$ cat config.mk
export PLATFORM = sky130hd
export DESIGN_NAME = ues_ep_dev_flat
export DESIGN_NICKNAME = d
export VERILOG_FILES = /design/src/rtl/ues_pkg.sv /design/src/rtl/ues_ep_if.sv /design/src/rtl/ues_ep_dev.sv /design/src/flat_wrapper.sv
export SDC_FILE = /design/constraint.sdc
export NUM_CORES = 1
export LEC_CHECK = 0
export BUFFER_PORTS_ARGS = -buffer_cell sky130_fd_sc_hd__buf_2
export CORE_MARGIN = 8
export CORE_UTILIZATION = 48
export DETAILED_ROUTE_END_ITERATION = 10
export GPL_ROUTABILITY_DRIVEN = 0
export PLACE_DENSITY = 0.93
export SLEW_MARGIN = 0
export SYNTH_ARGS = -nofsm -noshare
export SYNTH_HDL_FRONTEND = slang
export SYNTH_SLANG_ARGS = --single-unit
export TNS_END_PERCENT = 100
$ cat constraint.sdc
create_clock -name aclk -period 5.8 [get_ports aclk]
set_input_delay 0.58 -clock aclk [delete_from_list [all_inputs] [get_ports aclk]]
set_output_delay 0.58 -clock aclk [all_outputs]
set_load 0.005 [all_outputs]
$ cat src/rtl/ues_pkg.sv
// constants, field layouts and enumerations of the endpoint status block
// assumes one clock domain (aclk) shared by both ends of the link
package ues_pkg;

  // ****************************************
  // register map of the software controller
  // ****************************************
  localparam int unsigned UES_ADDR_W     = 12;
  localparam logic [11:0] UES_CFG_OFS    = 12'h100;
  localparam logic [11:0] UES_STATUS_OFS = 12'h130;
  localparam logic [11:0] UES_CLR_OFS    = 12'h160;
  localparam logic [11:0] UES_SET_OFS    = 12'h190;
  localparam logic [11:0] UES_IRQEN_OFS  = 12'h1C0;
  localparam logic [11:0] UES_CTL_OFS    = 12'h1F0;
  localparam logic [31:0] UES_STATUS_RST = 32'h0000_0100;
  localparam logic [1:0]  UES_RESP_OKAY  = 2'h0;
  localparam logic [1:0]  UES_RESP_SLVERR = 2'h2;

  // ****************************************
  // configuration word layout
  // ****************************************
  localparam int unsigned UES_CFG_W      = 16;
  localparam int unsigned UES_SIZE_LSB   = 4;
  localparam int unsigned UES_DIR_BIT    = 8;
  localparam int unsigned UES_AUTO_BIT   = 9;
  localparam int unsigned UES_TYPE_LSB   = 11;
  localparam logic [10:0] UES_BASE_BYTES = 11'h008;

  // ****************************************
  // status word layout
  // ****************************************
  localparam int unsigned UES_F_TXIN     = 0;
  localparam int unsigned UES_F_RXOUT    = 1;
  localparam int unsigned UES_F_SETUP    = 2;
  localparam int unsigned UES_F_NAKOUT   = 3;
  localparam int unsigned UES_F_NAKIN    = 4;
  localparam int unsigned UES_F_OVER     = 5;
  localparam int unsigned UES_F_STALL    = 6;
  localparam int unsigned UES_TOG_LSB    = 8;
  localparam int unsigned UES_BUSY_LSB   = 12;
  localparam logic [1:0]  UES_TOGGLE_RST = 2'h1;
  localparam logic [1:0]  UES_TOGGLE_SETUP = 2'h0;

  // ****************************************
  // command bits
  // ****************************************
  localparam int unsigned UES_SET_STALL_BIT = 0;
  localparam int unsigned UES_CTL_HAND_BIT  = 0;

  // ****************************************
  // enumerations
  // ****************************************
  typedef enum logic [1:0] {
    UES_CONTROL = 2'h0,
    UES_ISO     = 2'h1,
    UES_BULK    = 2'h2,
    UES_INTR    = 2'h3
  } ues_xfer_type;

  typedef enum logic [1:0] {
    UES_TOK_OUT   = 2'h0,
    UES_TOK_IN    = 2'h1,
    UES_TOK_SETUP = 2'h2
  } ues_tok_type;

  typedef enum logic [2:0] {
    UES_HS_ACK   = 3'h0,
    UES_HS_NAK   = 3'h1,
    UES_HS_STALL = 3'h2,
    UES_HS_DATA  = 3'h3,
    UES_HS_ZLP   = 3'h4,
    UES_HS_NONE  = 3'h5
  } ues_hs_type;

  typedef enum logic [1:0] {
    UES_SEQ_IDLE = 2'h0,
    UES_SEQ_FLAG = 2'h1,
    UES_SEQ_HAND = 2'h2
  } ues_seq_type;

endpackage

$ cat src/rtl/ues_ep_if.sv
// link between the endpoint logic and its software controller
// assumes both ends run on aclk with the synchronous reset aresetn
interface ues_ep_if (
  input logic aclk,
  input logic aresetn
);
  logic        cfg_wr;
  logic [15:0] cfg_data;
  logic        irqen_wr;
  logic [7:0]  irqen_data;
  logic        clr_wr;
  logic [7:0]  clr_data;
  logic        stall_set;
  logic        hand_clr;
  logic [31:0] status;
  logic [15:0] cfg_rd;
  logic        endpoint_irq;

  modport dev (
    input  aclk, aresetn, cfg_wr, cfg_data, irqen_wr, irqen_data,
    input  clr_wr, clr_data, stall_set, hand_clr,
    output status, cfg_rd, endpoint_irq
  );

  modport ctl (
    input  aclk, aresetn, status, cfg_rd, endpoint_irq,
    output cfg_wr, cfg_data, irqen_wr, irqen_data, clr_wr, clr_data,
    output stall_set, hand_clr
  );
endinterface

$ cat src/rtl/ues_ep_dev.sv
// endpoint configuration, bank bookkeeping and status flags of one endpoint
// assumes tokens come pre-decoded from the packet engine, one per cycle at most
//
// Function
// - bank size is eight bytes shifted by code
// - bus reset clears size except endpoint zero
// - direction 0 OUT, 1 IN; not control
// - auto switch offers next bank once ready
// - transfer type: control, iso, bulk, interrupt
// - control: IN ready when bank free; clear sends
// - other IN: ready flag with handover when free
// - handover clear sends, then next bank offered
// - software clears ready flag before handover bit
// - ready flag stays zero on non-control OUT
// - control: OUT flag on packet, clear frees bank
// - other OUT: flag with handover when bank full
// - software clears OUT flag before handover bit
// - setup flag on control; underflow on iso
// - iso IN with empty bank: underflow, ZLP
// - iso OUT into full bank: dropped, underflow
// - NAK to OUT sets its flag
// - NAK to IN sets its flag
// - oversize OUT acked, truncated, overflow raised
// - stall request set; flag when STALL sent
// - flag and enable raise endpoint interrupt
// - clear register: ones clear, reads zero
// - toggle resets to Data1 seen
//
// Added by the designer: register access over AXI4-Lite.
module ues_ep_dev #(
  parameter int unsigned EP_NUM    = 0,
  parameter int unsigned NUM_BANKS = 2
) (
  // link to controller
  ues_ep_if.dev                  link,
  // usb bus events
  input  logic                   bus_reset,
  // token from packet engine
  input  logic                   tok_valid,
  input  ues_pkg::ues_tok_type   tok_kind,
  input  logic [10:0]            tok_len,
  // answer to packet engine
  output logic                   hs_valid,
  output ues_pkg::ues_hs_type    hs_kind,
  output logic [1:0]             data_pid,
  output logic [10:0]            bank_bytes
);
  import ues_pkg::*;

  if (NUM_BANKS < 1 || NUM_BANKS > 3) begin : g_bank_chk
    $error("ues_ep_dev: NUM_BANKS must be 1 to 3");
  end

  localparam logic [1:0] BANKS = 2'(NUM_BANKS);

  // ****************************************
  // configuration
  // ****************************************
  logic [2:0]   size_q;
  logic         dir_q;
  logic         auto_q;
  ues_xfer_type type_q;
  logic [7:0]   irqen_q;

  always_ff @(posedge link.aclk) begin
    if (!link.aresetn) begin
      size_q <= 3'h0;
    end else if (bus_reset) begin
      if (EP_NUM != 0) begin
        size_q <= 3'h0;
      end
    end else if (link.cfg_wr) begin
      size_q <= link.cfg_data[UES_SIZE_LSB +: 3];
    end
  end

  always_ff @(posedge link.aclk) begin
    if (!link.aresetn || bus_reset) begin
      dir_q  <= 1'b0;
      auto_q <= 1'b0;
      type_q <= UES_CONTROL;
    end else if (link.cfg_wr) begin
      dir_q  <= link.cfg_data[UES_DIR_BIT];
      auto_q <= link.cfg_data[UES_AUTO_BIT];
      type_q <= ues_xfer_type'(link.cfg_data[UES_TYPE_LSB +: 2]);
    end
  end

  always_ff @(posedge link.aclk) begin
    if (!link.aresetn) begin
      irqen_q <= 8'h00;
    end else if (link.irqen_wr) begin
      irqen_q <= link.irqen_data;
    end
  end

  logic is_ctrl;
  logic is_iso;
  logic is_in;
  assign is_ctrl    = (type_q == UES_CONTROL);
  assign is_iso     = (type_q == UES_ISO);
  assign is_in      = dir_q && !is_ctrl;
  assign bank_bytes = UES_BASE_BYTES << size_q;

  // ****************************************
  // token handling
  // ****************************************
  logic [1:0]  nbusy_q;
  logic        stall_rq_q;
  logic        hand_q;
  logic [7:0]  flags_q;
  logic        under_q;
  logic [1:0]  toggle_q;
  ues_hs_type  hs_d;
  logic        ev_setup, ev_rxpkt, ev_over, ev_under, ev_nakin, ev_nakout;
  logic        ev_stalled, ev_tog, tok_inc, tok_dec;

  always_comb begin
    hs_d       = UES_HS_NONE;
    ev_setup   = 1'b0;
    ev_rxpkt   = 1'b0;
    ev_over    = 1'b0;
    ev_under   = 1'b0;
    ev_nakin   = 1'b0;
    ev_nakout  = 1'b0;
    ev_stalled = 1'b0;
    ev_tog     = 1'b0;
    tok_inc    = 1'b0;
    tok_dec    = 1'b0;
    if (tok_valid) begin
      case (tok_kind)
        UES_TOK_SETUP: begin
          if (is_ctrl) begin
            hs_d     = UES_HS_ACK;
            ev_setup = 1'b1;
            tok_inc  = (nbusy_q == 2'h0);
          end
        end
        UES_TOK_IN: begin
          if (stall_rq_q) begin
            hs_d       = UES_HS_STALL;
            ev_stalled = 1'b1;
          end else if (nbusy_q != 2'h0) begin
            hs_d    = UES_HS_DATA;
            tok_dec = 1'b1;
            ev_tog  = 1'b1;
          end else if (is_iso) begin
            hs_d     = UES_HS_ZLP;
            ev_under = 1'b1;
          end else begin
            hs_d     = UES_HS_NAK;
            ev_nakin = 1'b1;
          end
        end
        UES_TOK_OUT: begin
          if (stall_rq_q) begin
            hs_d       = UES_HS_STALL;
            ev_stalled = 1'b1;
          end else if (nbusy_q < BANKS) begin
            hs_d     = UES_HS_ACK;
            tok_inc  = 1'b1;
            ev_rxpkt = 1'b1;
            ev_tog   = 1'b1;
            ev_over  = (tok_len > bank_bytes);
          end else if (is_iso) begin
            ev_under = 1'b1;
          end else begin
            hs_d      = UES_HS_NAK;
            ev_nakout = 1'b1;
          end
        end
        default: begin
          hs_d = UES_HS_NONE;
        end
      endcase
    end
  end

  always_ff @(posedge link.aclk) begin
    if (!link.aresetn) begin
      hs_valid <= 1'b0;
      hs_kind  <= UES_HS_NONE;
    end else begin
      hs_valid <= tok_valid && (hs_d != UES_HS_NONE);
      hs_kind  <= hs_d;
    end
  end

  // ****************************************
  // software side of the banks
  // ****************************************
  logic [7:0] clr_vec;
  logic       sw_inc, sw_dec, sw_dec_stp;
  logic       offer_in, offer_out, ctl_in_ready;

  assign clr_vec = link.clr_wr ? link.clr_data : 8'h00;
  // control: clearing the ready flag hands the bank over for sending
  assign sw_inc = (is_ctrl && clr_vec[UES_F_TXIN] && flags_q[UES_F_TXIN])
                || (is_in && link.hand_clr && hand_q);
  // control: clearing OUT or setup flag frees the bank
  assign sw_dec = (is_ctrl && clr_vec[UES_F_RXOUT] && flags_q[UES_F_RXOUT])
                || (!is_ctrl && !dir_q && link.hand_clr && hand_q);
  // setup and OUT banks may both be freed by one clear write
  assign sw_dec_stp = is_ctrl && clr_vec[UES_F_SETUP] && flags_q[UES_F_SETUP];
  // next IN bank offered at once with auto switch, else only when all drained
  assign offer_in  = is_in && !hand_q && (nbusy_q < BANKS)
                   && (auto_q || nbusy_q == 2'h0);
  assign offer_out = !is_ctrl && !dir_q && !hand_q && (nbusy_q != 2'h0);
  assign ctl_in_ready = is_ctrl && (nbusy_q == 2'h0) && !ev_setup
                      && !clr_vec[UES_F_TXIN];

  always_ff @(posedge link.aclk) begin
    if (!link.aresetn || bus_reset) begin
      nbusy_q <= 2'h0;
    end else begin
      nbusy_q <= 2'(3'(nbusy_q) + 3'(tok_inc) + 3'(sw_inc)
                 - 3'(tok_dec) - 3'(sw_dec) - 3'(sw_dec_stp));
    end
  end

  always_ff @(posedge link.aclk) begin
    if (!link.aresetn || bus_reset) begin
      hand_q <= 1'b0;
    end else if (offer_in || offer_out) begin
      hand_q <= 1'b1;
    end else if (link.hand_clr) begin
      hand_q <= 1'b0;
    end
  end

  always_ff @(posedge link.aclk) begin
    if (!link.aresetn || bus_reset) begin
      stall_rq_q <= 1'b0;
    end else if (link.stall_set) begin
      stall_rq_q <= 1'b1;
    end else if (ev_setup) begin
      stall_rq_q <= 1'b0;
    end
  end

  // ****************************************
  // status flags, set wins over clear except the control IN ready flag, where a clear wins
  // ****************************************
  logic [7:0] set_vec;

  always_comb begin
    set_vec              = 8'h00;
    set_vec[UES_F_TXIN]  = offer_in || ctl_in_ready;
    set_vec[UES_F_RXOUT] = (is_ctrl && ev_rxpkt) || offer_out;
    set_vec[UES_F_SETUP] = ev_setup;
    set_vec[UES_F_NAKOUT] = ev_nakout;
    set_vec[UES_F_NAKIN] = ev_nakin;
    set_vec[UES_F_OVER]  = ev_over;
    set_vec[UES_F_STALL] = ev_stalled;
  end

  always_ff @(posedge link.aclk) begin
    if (!link.aresetn || bus_reset) begin
      flags_q <= 8'h00;
      under_q <= 1'b0;
    end else begin
      flags_q <= (flags_q & ~clr_vec) | set_vec;
      under_q <= (under_q & ~clr_vec[UES_F_SETUP]) | ev_under;
    end
  end

  always_ff @(posedge link.aclk) begin
    if (!link.aresetn || bus_reset) begin
      toggle_q <= UES_TOGGLE_RST;
    end else if (ev_setup) begin
      toggle_q <= UES_TOGGLE_SETUP;
    end else if (ev_tog && !is_iso) begin
      toggle_q <= {1'b0, ~toggle_q[0]};
    end
  end

  // ****************************************
  // status word and interrupt
  // ****************************************
  logic [7:0] shown;

  always_comb begin
    shown = flags_q;
    shown[UES_F_TXIN]  = flags_q[UES_F_TXIN] && (is_ctrl || dir_q);
    shown[UES_F_RXOUT] = flags_q[UES_F_RXOUT] && !is_in;
    if (is_iso) begin
      shown[UES_F_SETUP] = under_q;
    end else if (!is_ctrl) begin
      shown[UES_F_SETUP] = 1'b0;
    end
  end

  // status is only ever driven from internal state, never written
  always_comb begin
    link.status = 32'h0000_0000;
    link.status[7:0] = shown;
    link.status[UES_TOG_LSB +: 2]  = toggle_q;
    link.status[UES_BUSY_LSB +: 2] = nbusy_q;
  end

  always_comb begin
    link.cfg_rd = 16'h0000;
    link.cfg_rd[UES_SIZE_LSB +: 3] = size_q;
    link.cfg_rd[UES_DIR_BIT]       = dir_q;
    link.cfg_rd[UES_AUTO_BIT]      = auto_q;
    link.cfg_rd[UES_TYPE_LSB +: 2] = type_q;
  end

  assign link.endpoint_irq = |(shown & irqen_q);
  assign data_pid = toggle_q;

endmodule

$ cat src/flat_wrapper.sv
// flat-port wrapper written by rule: the top's interface ports become plain ports
module ues_ep_dev_flat import ues_pkg::*;
#(
  parameter int unsigned EP_NUM    = 0,
  parameter int unsigned NUM_BANKS = 2
)
  (bus_reset, tok_valid, tok_kind, tok_len, hs_valid, hs_kind, data_pid, bank_bytes, aclk, aresetn, link_cfg_wr, link_cfg_data, link_irqen_wr, link_irqen_data, link_clr_wr, link_clr_data, link_stall_set, link_hand_clr, link_status, link_cfg_rd, link_endpoint_irq);
  ues_ep_if link_i (.aclk(aclk), .aresetn(aresetn));
  input  logic bus_reset;
  input  logic tok_valid;
  input  ues_pkg::ues_tok_type tok_kind;
  input  logic [10:0] tok_len;
  output logic hs_valid;
  output ues_pkg::ues_hs_type hs_kind;
  output logic [1:0] data_pid;
  output logic [10:0] bank_bytes;
  input wire logic aclk;
  input wire logic aresetn;
  input wire logic [$bits(link_i.cfg_wr)-1:0] link_cfg_wr;
  input wire logic [$bits(link_i.cfg_data)-1:0] link_cfg_data;
  input wire logic [$bits(link_i.irqen_wr)-1:0] link_irqen_wr;
  input wire logic [$bits(link_i.irqen_data)-1:0] link_irqen_data;
  input wire logic [$bits(link_i.clr_wr)-1:0] link_clr_wr;
  input wire logic [$bits(link_i.clr_data)-1:0] link_clr_data;
  input wire logic [$bits(link_i.stall_set)-1:0] link_stall_set;
  input wire logic [$bits(link_i.hand_clr)-1:0] link_hand_clr;
  output wire logic [$bits(link_i.status)-1:0] link_status;
  output wire logic [$bits(link_i.cfg_rd)-1:0] link_cfg_rd;
  output wire logic [$bits(link_i.endpoint_irq)-1:0] link_endpoint_irq;
  assign link_i.cfg_wr = link_cfg_wr;
  assign link_i.cfg_data = link_cfg_data;
  assign link_i.irqen_wr = link_irqen_wr;
  assign link_i.irqen_data = link_irqen_data;
  assign link_i.clr_wr = link_clr_wr;
  assign link_i.clr_data = link_clr_data;
  assign link_i.stall_set = link_stall_set;
  assign link_i.hand_clr = link_hand_clr;
  assign link_status = link_i.status;
  assign link_cfg_rd = link_i.cfg_rd;
  assign link_endpoint_irq = link_i.endpoint_irq;
  ues_ep_dev #(.EP_NUM(EP_NUM), .NUM_BANKS(NUM_BANKS)) u_core (.link(link_i), .bus_reset(bus_reset), .tok_valid(tok_valid), .tok_kind(tok_kind), .tok_len(tok_len), .hs_valid(hs_valid), .hs_kind(hs_kind), .data_pid(data_pid), .bank_bytes(bank_bytes));
endmodule
==> results by group, run 1 <==
Status
  – Status: finished, final reports clean

Die
  – Top-level port count: 120
  – DIE AREA: 6890 sq um
  – Row Count: 24
  – Chip Height: 83.0 um
  – Die extent in x: 83.0 um
  – Initial core utilization: 49.5%
  – Core Area: 4350 sq um

Logic synthesis
  – Top-count cell post-synth: buf_4
  – Fraction of synthesized area in multiplexers: 7.43%
  – Largest family of logic cells by synthesized area: simple AND/OR/NAND/NOR gates
  – Synth area leaders: dfxtp_1 31%, buf_4 15%, mux2i_1 7.4%
  – Post-synth top area share: 30.6%
  – Simple-gate share of the synthesized area: 21.5%
  – Syn avg cell area: 8.49 sq um
  – Synth Area in Compound Gates: 12.8%
  – Post-synth EDFFs: 0
  – Cell taking the most area after synthesis: dfxtp_1
  – Seq/Total Area, Yosys: 30.6%
  – Syn Std Cell Area: 2160 sq um
  – XOR/XNOR Fraction of Synth Area: 1.63%
  – Post-Syn Instances: 254
  – Top cells by instance count after synthesis: 42 x buf_4, 33 x dfxtp_1, 21 x nand2_1, 21 x nor2_1
  – Yosys warning total: 0
  – Yosys cell types: 49
  – Top_reg_cell synth: dfxtp_1
  – Synth Area in Adders: 7.08%
  – Async SR Flop Fraction: 0%
  – Register bit total from synthesis: 33

Clocking
  – CTS Root Cell: clkbuf_8
  – CTS sink count: 33
  – Clock buffer depth: 2
  – Cts repair resizes: 0
  – Inserted Clock Buffers: 5
  – Post-CTS Hold Buffers: 0
  – CTS tree: yes
  – Clk_lat worst skew: 0.29 ns
  – Setup bufs post-CTS: 0
  – Worst-path clk slew: 0.07 ns
  – H-tree levels: 2

Finish
  – Layout cell share with drive strength beyond 1: 28.4%
  – # diodes: 0
  – Area Growth Syn to Fin: 13.4%
  – Final Cell Area: 2440 sq um
  – Multi-input logic area: 1210 sq um
  – FF/Latch Area: 661 sq um
  – Final net count: 381
  – Layout filler cell count: 426

Setup path
  – CP max FO: 10
  – Worst EP required: 5.94 ns
  – CP Cell Sequence: nor2_1 > and4_1 > ha_1 > inv_1 > fa_1 > fa_1 > xnor2_1 > xnor2_1 > nor2_1
  – Peak per-stage delay on the critical path: 0.53 ns
  – Crit-path slowest cell: nor2_1
  – CP top delay family: adder cells
  – WP buf/inv: 1
  – R2r setup slk: 2.89 ns
  – Critical Path Start Type: flip-flop
  – Critical setup path kind: flip-flop to flip-flop
  – CP Capture Type: flip-flop
  – CP Data Arrival Time: 3.06 ns

Global routing
  – Antenna violations before repair: 0
  – Global Route Usage Sum: 16.3%
  – Largest net degree at the start of global routing: 20
  – Vias in the first global route: 2,034
  – Total gr overflow: 0
  – First-pass GRT wire length: 9400 um

Power and ir drop
  – Peak VDD IR: 0.0000877 V
  – Power per Cell Area: 211 nW/um^2
  – Pleak: 1.23 nW

STA
  – Final setup TNS: 0 ns
  – Worst setup margin: 2.89 ns
  – Period utilization: 50.2%
  – Final setup fails: 0
  – Slew Limit Fails: 0
  – Fmax achieved: 0.343 GHz
  – RSZ-0062 raised after global routing: false
  – Slew @ Worst Pin: 0.774 ns
  – Minimum clock period: 2.91 ns
  – Hold Fails Final Rpt: 0
  – Fin Clk Skew: 0.00534 ns
  – Max_slew headroom: 48.4%
  – WHS: 0.461 ns

Drt
  – Routed met2 length: 2860 um
  – Top Metal Used: met4
  – Post-Route M1 WL: 2070 um
  – WL per Instance: 15.5 um
  – Total vias in the final route: 1,923
  – Drt initial violations: 142
  – Final wirelength: 5700 um
  – DRT antenna net count: 0
  – Via/cell ratio: 5.21
  – Met3 wire len: 608 um
  – 1st-pass router iterations: 7
  – # DRC: 0

Placed design
  – Detailed placement HPWL: 4620 um
  – Pre-CTS setup slack: 2.66 ns
  – Dpl cell area: 2360 sq um
  – I/O Buffers: 76

Run
  – Max-cap viol count: 0

Hold path
  – Hold Path Class: flip-flop to flip-flop
==> cell families (layout without fill, tap and decap cells) <==
group           Yosys count  in the layout
buf+inv                  65             95
other cells               1             34
compound gates           37             37
xor+xnor                  4              4
simple gates             87             87
fa+ha+maj                11             11
flops                    33             33
mux                      16             16
==> path summary, 6_finish.rpt <==
check                 endpoint               from  depth (start not counted)
max reg2reg  u_core.nbusy_q[1]   u_core.type_q[1]                          9
min          u_core.flags_q[7]  u_core.flags_q[7]                          2
min reg2reg  u_core.flags_q[7]  u_core.flags_q[7]                          2
max          u_core.nbusy_q[1]   u_core.type_q[1]                          9
==> final cells by class <==
| type | count | share of cell area, % |
|---|---|---|
| Clock inverter | 2 | 0.409 |
| Tap cell | 52 | 2.66 |
| Inverter | 11 | 1.69 |
| Sequential cell | 33 | 27.0 |
| Multi-Input combinational cell | 189 | 49.7 |
| Clock buffer | 6 | 2.97 |
| Timing Repair Buffer | 76 | 15.6 |
==> sequential cells by signal, summed over array words and instances, names as in the netlist <==
signal,cells
u_core.auto_q,1
u_core.nbusy_q,2
u_core.type_q,2
u_core.hs_valid,1
u_core.stall_rq_q,1
u_core.dir_q,1
u_core.size_q,3
u_core.hs_kind,3
u_core.flags_q,8
u_core.under_q,1
u_core.data_pid,1
u_core.hand_q,1
u_core.irqen_q,8
==> through the flow <==
step | util (%) | cells | power [W]
after floorplan | - | 287 | 0.000333
after global placement | 54.3 | 361 | 0.000348
after detailed placement | 54.3 | 361 | 0.000353
after CTS | 56.1 | 369 | 0.000520
after global routing | 56.1 | 369 | 0.000545
final | 56.1 | 369 | 0.000516
==> report_power, final <==
part	total [W]	internal, W	switching, W
clock network	0.000165	0.0000830	0.0000825
logic	0.000102	0.0000474	0.0000545
registers	0.000248	0.000237	0.0000116
==> worst min-delay path, delay by kind of cell, from the launching register on <==
kind	cells	cell delay, ns
and+or+nand+nor	2	0.10
DFF	1	0.32
==> cell usage in the layout (no fill, tap or decap), types with 9 or more instances in the layout <==
cell type,instances
ha_1,9
conb_1,34
nor2b_1,16
inv_1,11
nor2_1,21
buf_2,76
dfxtp_1,33
nand2_1,21
a21oi_1,10
mux2i_1,16
==> layer usage <==
metal	vias to the layer above	GRT usage, %
met2	102	28.7
li1	917	-
met1	887	15.7
met5	-	0
met4	0	8.47
met3	17	6.84
(Power assumes the default switching activity.)
==> run 2, diff against run 1 <==
- CORE_UTILIZATION: 48 -> 45
- PLACE_DENSITY: 0.93 -> 0.88
- clock period: 5.8 -> 2.77 ns (I/O delays scaled with it)
==> results by group, run 2 (same netlist as run 1, synthesis figures left out) <==
Die
  – Chip Height: 85.2 um
  – Top-level port count: 120
  – DIE AREA: 7260 sq um
  – Core Area: 4660 sq um
  – Initial core utilization: 46.3%
  – Row Count: 25
  – Die extent in x: 85.2 um

Finish
  – Layout cell share with drive strength beyond 1: 30.5%
  – Area Growth Syn to Fin: 17.2%
  – Final net count: 389
  – # diodes: 0
  – Most common cell after layout, fill and taps aside: buf_2
  – Most frequent cells in the layout: 76 x buf_2, 34 x conb_1, 33 x dfxtp_1
  – Final Cell Area: 2530 sq um
  – Largest regs: u_core.flags_q x8, u_core.irqen_q x8

Hold path
  – Hold Path Class: input port to flip-flop

Placed design
  – I/O Buffers: 76
  – Pre-CTS setup slack: 0.0000180 ns
  – Dpl cell area: 2420 sq um
  – Detailed placement HPWL: 4690 um

Setup path
  – RR Startpoint: u_core.stall_rq_q
  – CP startpoint: u_core.stall_rq_q
  – Crit-path slowest cell: or3b_4
  – RR Endpoint: u_core.nbusy_q[1]
  – CP top delay family: adder cells
  – CP endpoint: u_core.nbusy_q[1]
  – CP Capture Type: flip-flop
  – Critical Path Start Type: flip-flop
  – CP max FO: 3
  – Cell depth of the worst setup path: 9
  – R2r setup slk: 0.14 ns
  – Peak per-stage delay on the critical path: 0.43 ns
  – WP buf/inv: 1
  – Worst EP required: 2.94 ns
  – CP Cell Sequence: or3b_4 > nor3b_1 > ha_1 > inv_1 > fa_1 > fa_1 > xnor2_1 > xnor2_1 > nor2_1
  – R2R depth: 9
  – CP Data Arrival Time: 2.80 ns
  – Critical setup path kind: flip-flop to flip-flop

STA
  – Final setup TNS: 0 ns
  – Hold Fails Final Rpt: 0
  – WHS: 0.205 ns
  – Fin Clk Skew: 0.00154 ns
  – Fmax achieved: 0.380 GHz
  – Period utilization: 94.9%
  – Worst setup margin: 0.140 ns
  – Slew Limit Fails: 0
  – Final setup fails: 0
  – RSZ-0062 raised after global routing: false
  – Minimum clock period: 2.63 ns

Power and ir drop
  – Pleak: 1.28 nW
  – Psw: 0.000311 W
  – Power per Cell Area: 451 nW/um^2
  – Clock network fraction of total power: 34.8%
  – Switch share: 27.3%
  – Peak VDD IR: 0.000178 V
  – Int Pwr: 0.000828 W
  – Logic pwr share: 19.7%
  – Reg power frac: 45.5%

Clocking
  – Inserted Clock Buffers: 5
  – CTS Root Cell: clkbuf_8
  – Post-CTS Hold Buffers: 0
  – Cts repair resizes: 0
  – CTS tree: yes
  – Setup bufs post-CTS: 0
  – H-tree levels: 2
  – CTS sink count: 33
  – Clk_lat worst skew: 0.28 ns
  – Clock buffer depth: 2
  – Worst-path clk slew: 0.07 ns

Drt
  – 1st-pass router iterations: 4
  – Via/cell ratio: 4.98
  – Drt initial violations: 73
  – WL per Instance: 14.9 um
  – # DRC: 0
  – Final wirelength: 5640 um
  – Total vias in the final route: 1,888
  – DRT antenna net count: 0

Global routing
  – Total gr overflow: 0
  – Largest net degree at the start of global routing: 20
  – Antenna violations before repair: 0
  – Vias in the first global route: 1,890
  – Global Route Usage Sum: 15.2%
  – First-pass GRT wire length: 8860 um

Run
  – Max-cap viol count: 0

Status
  – Status: finished, final reports clean
==> run 2: area by class of cell <==
| cell class | count | area, sq um |
|---|---|---|
| Fill cell | 431 | 2130 |
| Multi-Input combinational cell | 189 | 1210 |
| Sequential cell | 33 | 661 |
| Timing Repair Buffer | 84 | 440 |
| Clock buffer | 7 | 96.3 |
| Tap cell | 54 | 67.6 |
| Inverter | 11 | 41.3 |
| Clock inverter | 1 | 5.00 |
==> run 2: power by group through the flow <==
stage / Clock [W] / Combinational, W / Sequential [W]
2_1_floorplan: 0 / 0.000178 / 0.000521
3_5_place_dp: 0 / 0.000222 / 0.000528
6_report: 0.000397 / 0.000224 / 0.000518
4_1_cts: 0.000408 / 0.000223 / 0.000518
3_3_place_gp: 0 / 0.000212 / 0.000527
5_1_grt: 0.000425 / 0.000253 / 0.000521
==> run 2: how the worst min path moves through the flow <==
stage | slack (ns) | from | depth (start not counted) | endpoint
detailed placement | 0.44 | u_core.flags_q[7] | 2 | u_core.flags_q[7]
global route | 0.21 | link_stall_set | 3 | u_core.stall_rq_q
CTS | 0.20 | link_stall_set | 3 | u_core.stall_rq_q
global placement | 0.43 | u_core.flags_q[7] | 2 | u_core.flags_q[7]
floorplan | 0.39 | link_stall_set | 2 | u_core.stall_rq_q
finish | 0.20 | link_stall_set | 3 | u_core.stall_rq_q
==> run 2: stage by stage <==
step | std cells | util, % | total power (W)
after floorplan | 287 | - | 0.000698
after global placement | 371 | 52.0 | 0.000740
after detailed placement | 371 | 52.0 | 0.000750
after CTS | 379 | 54.2 | 0.00115
after global routing | 379 | 54.2 | 0.00120
final | 379 | 54.2 | 0.00114
==> run 2: tightest hold or removal path: stages <==
cell and delay [ns]:
buf_2 0.08, a21oi_1 0.03, nor2_1 0.07
==> run 2: layer usage <==
metal	GRT usage [%]	wire [um]
met2	27.6	2910
met4	6.63	130
met3	5.21	435
met5	0	0
met1	15.3	2160
==> run 3, diff against run 2 <==
- CELL_PAD_IN_SITES_DETAIL_PLACEMENT: unset -> 0
- CELL_PAD_IN_SITES_GLOBAL_PLACEMENT: unset -> 1
- CORE_UTILIZATION: 45 -> 31
- PLACE_DENSITY: 0.88 -> 0.87
- SKIP_CTS_REPAIR_TIMING: unset -> 1
- clock period: 2.77 -> 2.64 ns (I/O delays scaled with it)
==> results by group, run 3 (same netlist as run 1, synthesis figures left out) <==
Die
  – Chip Height: 99.4 um
  – Initial core utilization: 31.9%
  – Core Area: 6760 sq um
  – DIE AREA: 9880 sq um
  – Die extent in x: 99.4 um
  – Row Count: 30
  – Top-level port count: 120

Drt
  – DRT antenna net count: 0
  – 1st-pass router iterations: 4
  – Total vias in the final route: 1,892
  – Final wirelength: 5900 um
  – Via/cell ratio: 4.58
  – Drt initial violations: 65
  – WL per Instance: 14.3 um
  – # DRC: 0

Global routing
  – Antenna violations before repair: 0
  – Total gr overflow: 0
  – Vias in the first global route: 1,918
  – Global Route Usage Sum: 12.0%
  – First-pass GRT wire length: 9480 um
  – Largest net degree at the start of global routing: 20

Clocking
  – Inserted Clock Buffers: 5
  – CTS sink count: 33
  – Worst-path clk slew: 0.07 ns
  – Clock buffer depth: 2
  – Clk_lat worst skew: 0.29 ns
  – H-tree levels: 2
  – CTS Root Cell: clkbuf_8
  – CTS tree: yes

Power and ir drop
  – Peak VDD IR: 0.000169 V
  – Int Pwr: 0.000878 W
  – Psw: 0.000332 W
  – Reg power frac: 44.6%
  – Switch share: 27.4%
  – Clock network fraction of total power: 34.7%
  – Pleak: 1.32 nW
  – Power Total: 0.00121 W
  – Power per Cell Area: 460 nW/um^2
  – Logic pwr share: 20.7%

STA
  – RSZ-0062 raised after global routing: false
  – Hold Fails Final Rpt: 0
  – Final setup fails: 0
  – Minimum clock period: 2.51 ns
  – Slew Limit Fails: 0
  – Fmax achieved: 0.399 GHz
  – Fin Clk Skew: 0.00588 ns
  – Period utilization: 95.0%
  – Worst setup margin: 0.132 ns

Status
  – Status: finished, final reports clean

Finish
  – Most common cell after layout, fill and taps aside: buf_2
  – Most frequent cells in the layout: 76 x buf_2, 34 x conb_1, 33 x dfxtp_1
  – Area Growth Syn to Fin: 21.9%
  – Largest regs: u_core.flags_q x8, u_core.irqen_q x8
  – Layout cell share with drive strength beyond 1: 33.0%
  – Final net count: 397
  – # diodes: 0

Setup path
  – CP max FO: 3
  – Peak per-stage delay on the critical path: 0.43 ns
  – Worst EP required: 2.82 ns
  – Critical Path Start Type: flip-flop
  – CP Cell Sequence: or3b_4 > nor3b_2 > ha_1 > inv_1 > fa_1 > fa_2 > xnor2_1 > xnor2_1 > nor2_1
  – Critical setup path kind: flip-flop to flip-flop
  – Cell mode on critical path: xnor2_1
  – CP Data Arrival Time: 2.68 ns
  – RR Startpoint: u_core.stall_rq_q
  – CP Capture Type: flip-flop
  – R2r setup slk: 0.13 ns
  – Crit-path slowest cell: or3b_4
  – RR Endpoint: u_core.nbusy_q[1]
  – R2R depth: 9

Placed design
  – I/O Buffers: 76
  – Pre-CTS setup slack: -0.0453 ns
  – Detailed placement HPWL: 4880 um

Hold path
  – Endpoint, Worst Hold: u_core.stall_rq_q
  – Hold path start: link_stall_set
  – Hold depth: 3
  – Hold Path Class: input port to flip-flop

Run
  – Max-cap viol count: 0
[run 3: per-stage QoR]
| step | instance area (sq um) | setup TNS [ns] | hold WS, ns | cells | utilization [%] |
|---|---|---|---|---|---|
| after floorplan | 2280 | 0 | 0.381 | 287 | - |
| after global placement | 2520 | -0.00640 | 0.445 | 405 | 37.3 |
| after detailed placement | 2520 | -0.0453 | 0.448 | 405 | 37.3 |
| after CTS | 2620 | -0.00183 | 0.173 | 413 | 38.8 |
| after global routing | 2630 | 0 | 0.210 | 413 | 38.9 |
| final | 2630 | 0 | 0.189 | 413 | 38.9 |
[run 3: worst max-delay path by stage]
stage | from | to | slack [ns] | cells after the start
5_1_grt | u_core.stall_rq_q | u_core.nbusy_q[1] | 0.04 | 9
3_5_place_dp | tok_kind[1] | u_core.nbusy_q[1] | -0.05 | 10
6_report | u_core.stall_rq_q | u_core.nbusy_q[1] | 0.13 | 9
3_3_place_gp | tok_kind[1] | u_core.nbusy_q[1] | -0.006 | 10
2_1_floorplan | u_core.stall_rq_q | u_core.nbusy_q[1] | 0.07 | 9
4_1_cts | u_core.stall_rq_q | u_core.nbusy_q[1] | -0.002 | 9
[run 3: area by class of cell]
class / instances / area (sq um)
fill: 725 / 4130
multi-input combinational: 189 / 1220
sequential: 33 / 661
timing repair buffer: 92 / 500
tap: 80 / 100
clock buffer: 7 / 96.3
inverter: 11 / 41.3
clock inverter: 1 / 5.00
[run 3: layer usage]
layer	global-route usage, %	wire length (um)
met1	13.5	2450
met2	20.2	2940
met3	4.40	459
met4	4.19	53
met5	0	0
[run 3: power groups by stage]
stage	combinational (W)	clock (W)	sequential, W
after CTS	0.000250	0.000445	0.000539
after global placement	0.000245	0	0.000550
after global routing	0.000281	0.000463	0.000542
after detailed placement	0.000249	0	0.000550
after floorplan	0.000187	0	0.000546
final	0.000250	0.000420	0.000539
[run 3: worst max-delay path: cells and delay by family, from the launching register on]
kind / cells / cell delay [ns]
XOR/XNOR: 2 / 0.30
AND/OR/NAND/NOR: 3 / 0.67
adder cells (fa/ha/maj): 3 / 1.04
flip-flops: 1 / 0.31
buffers and inverters: 1 / 0.08
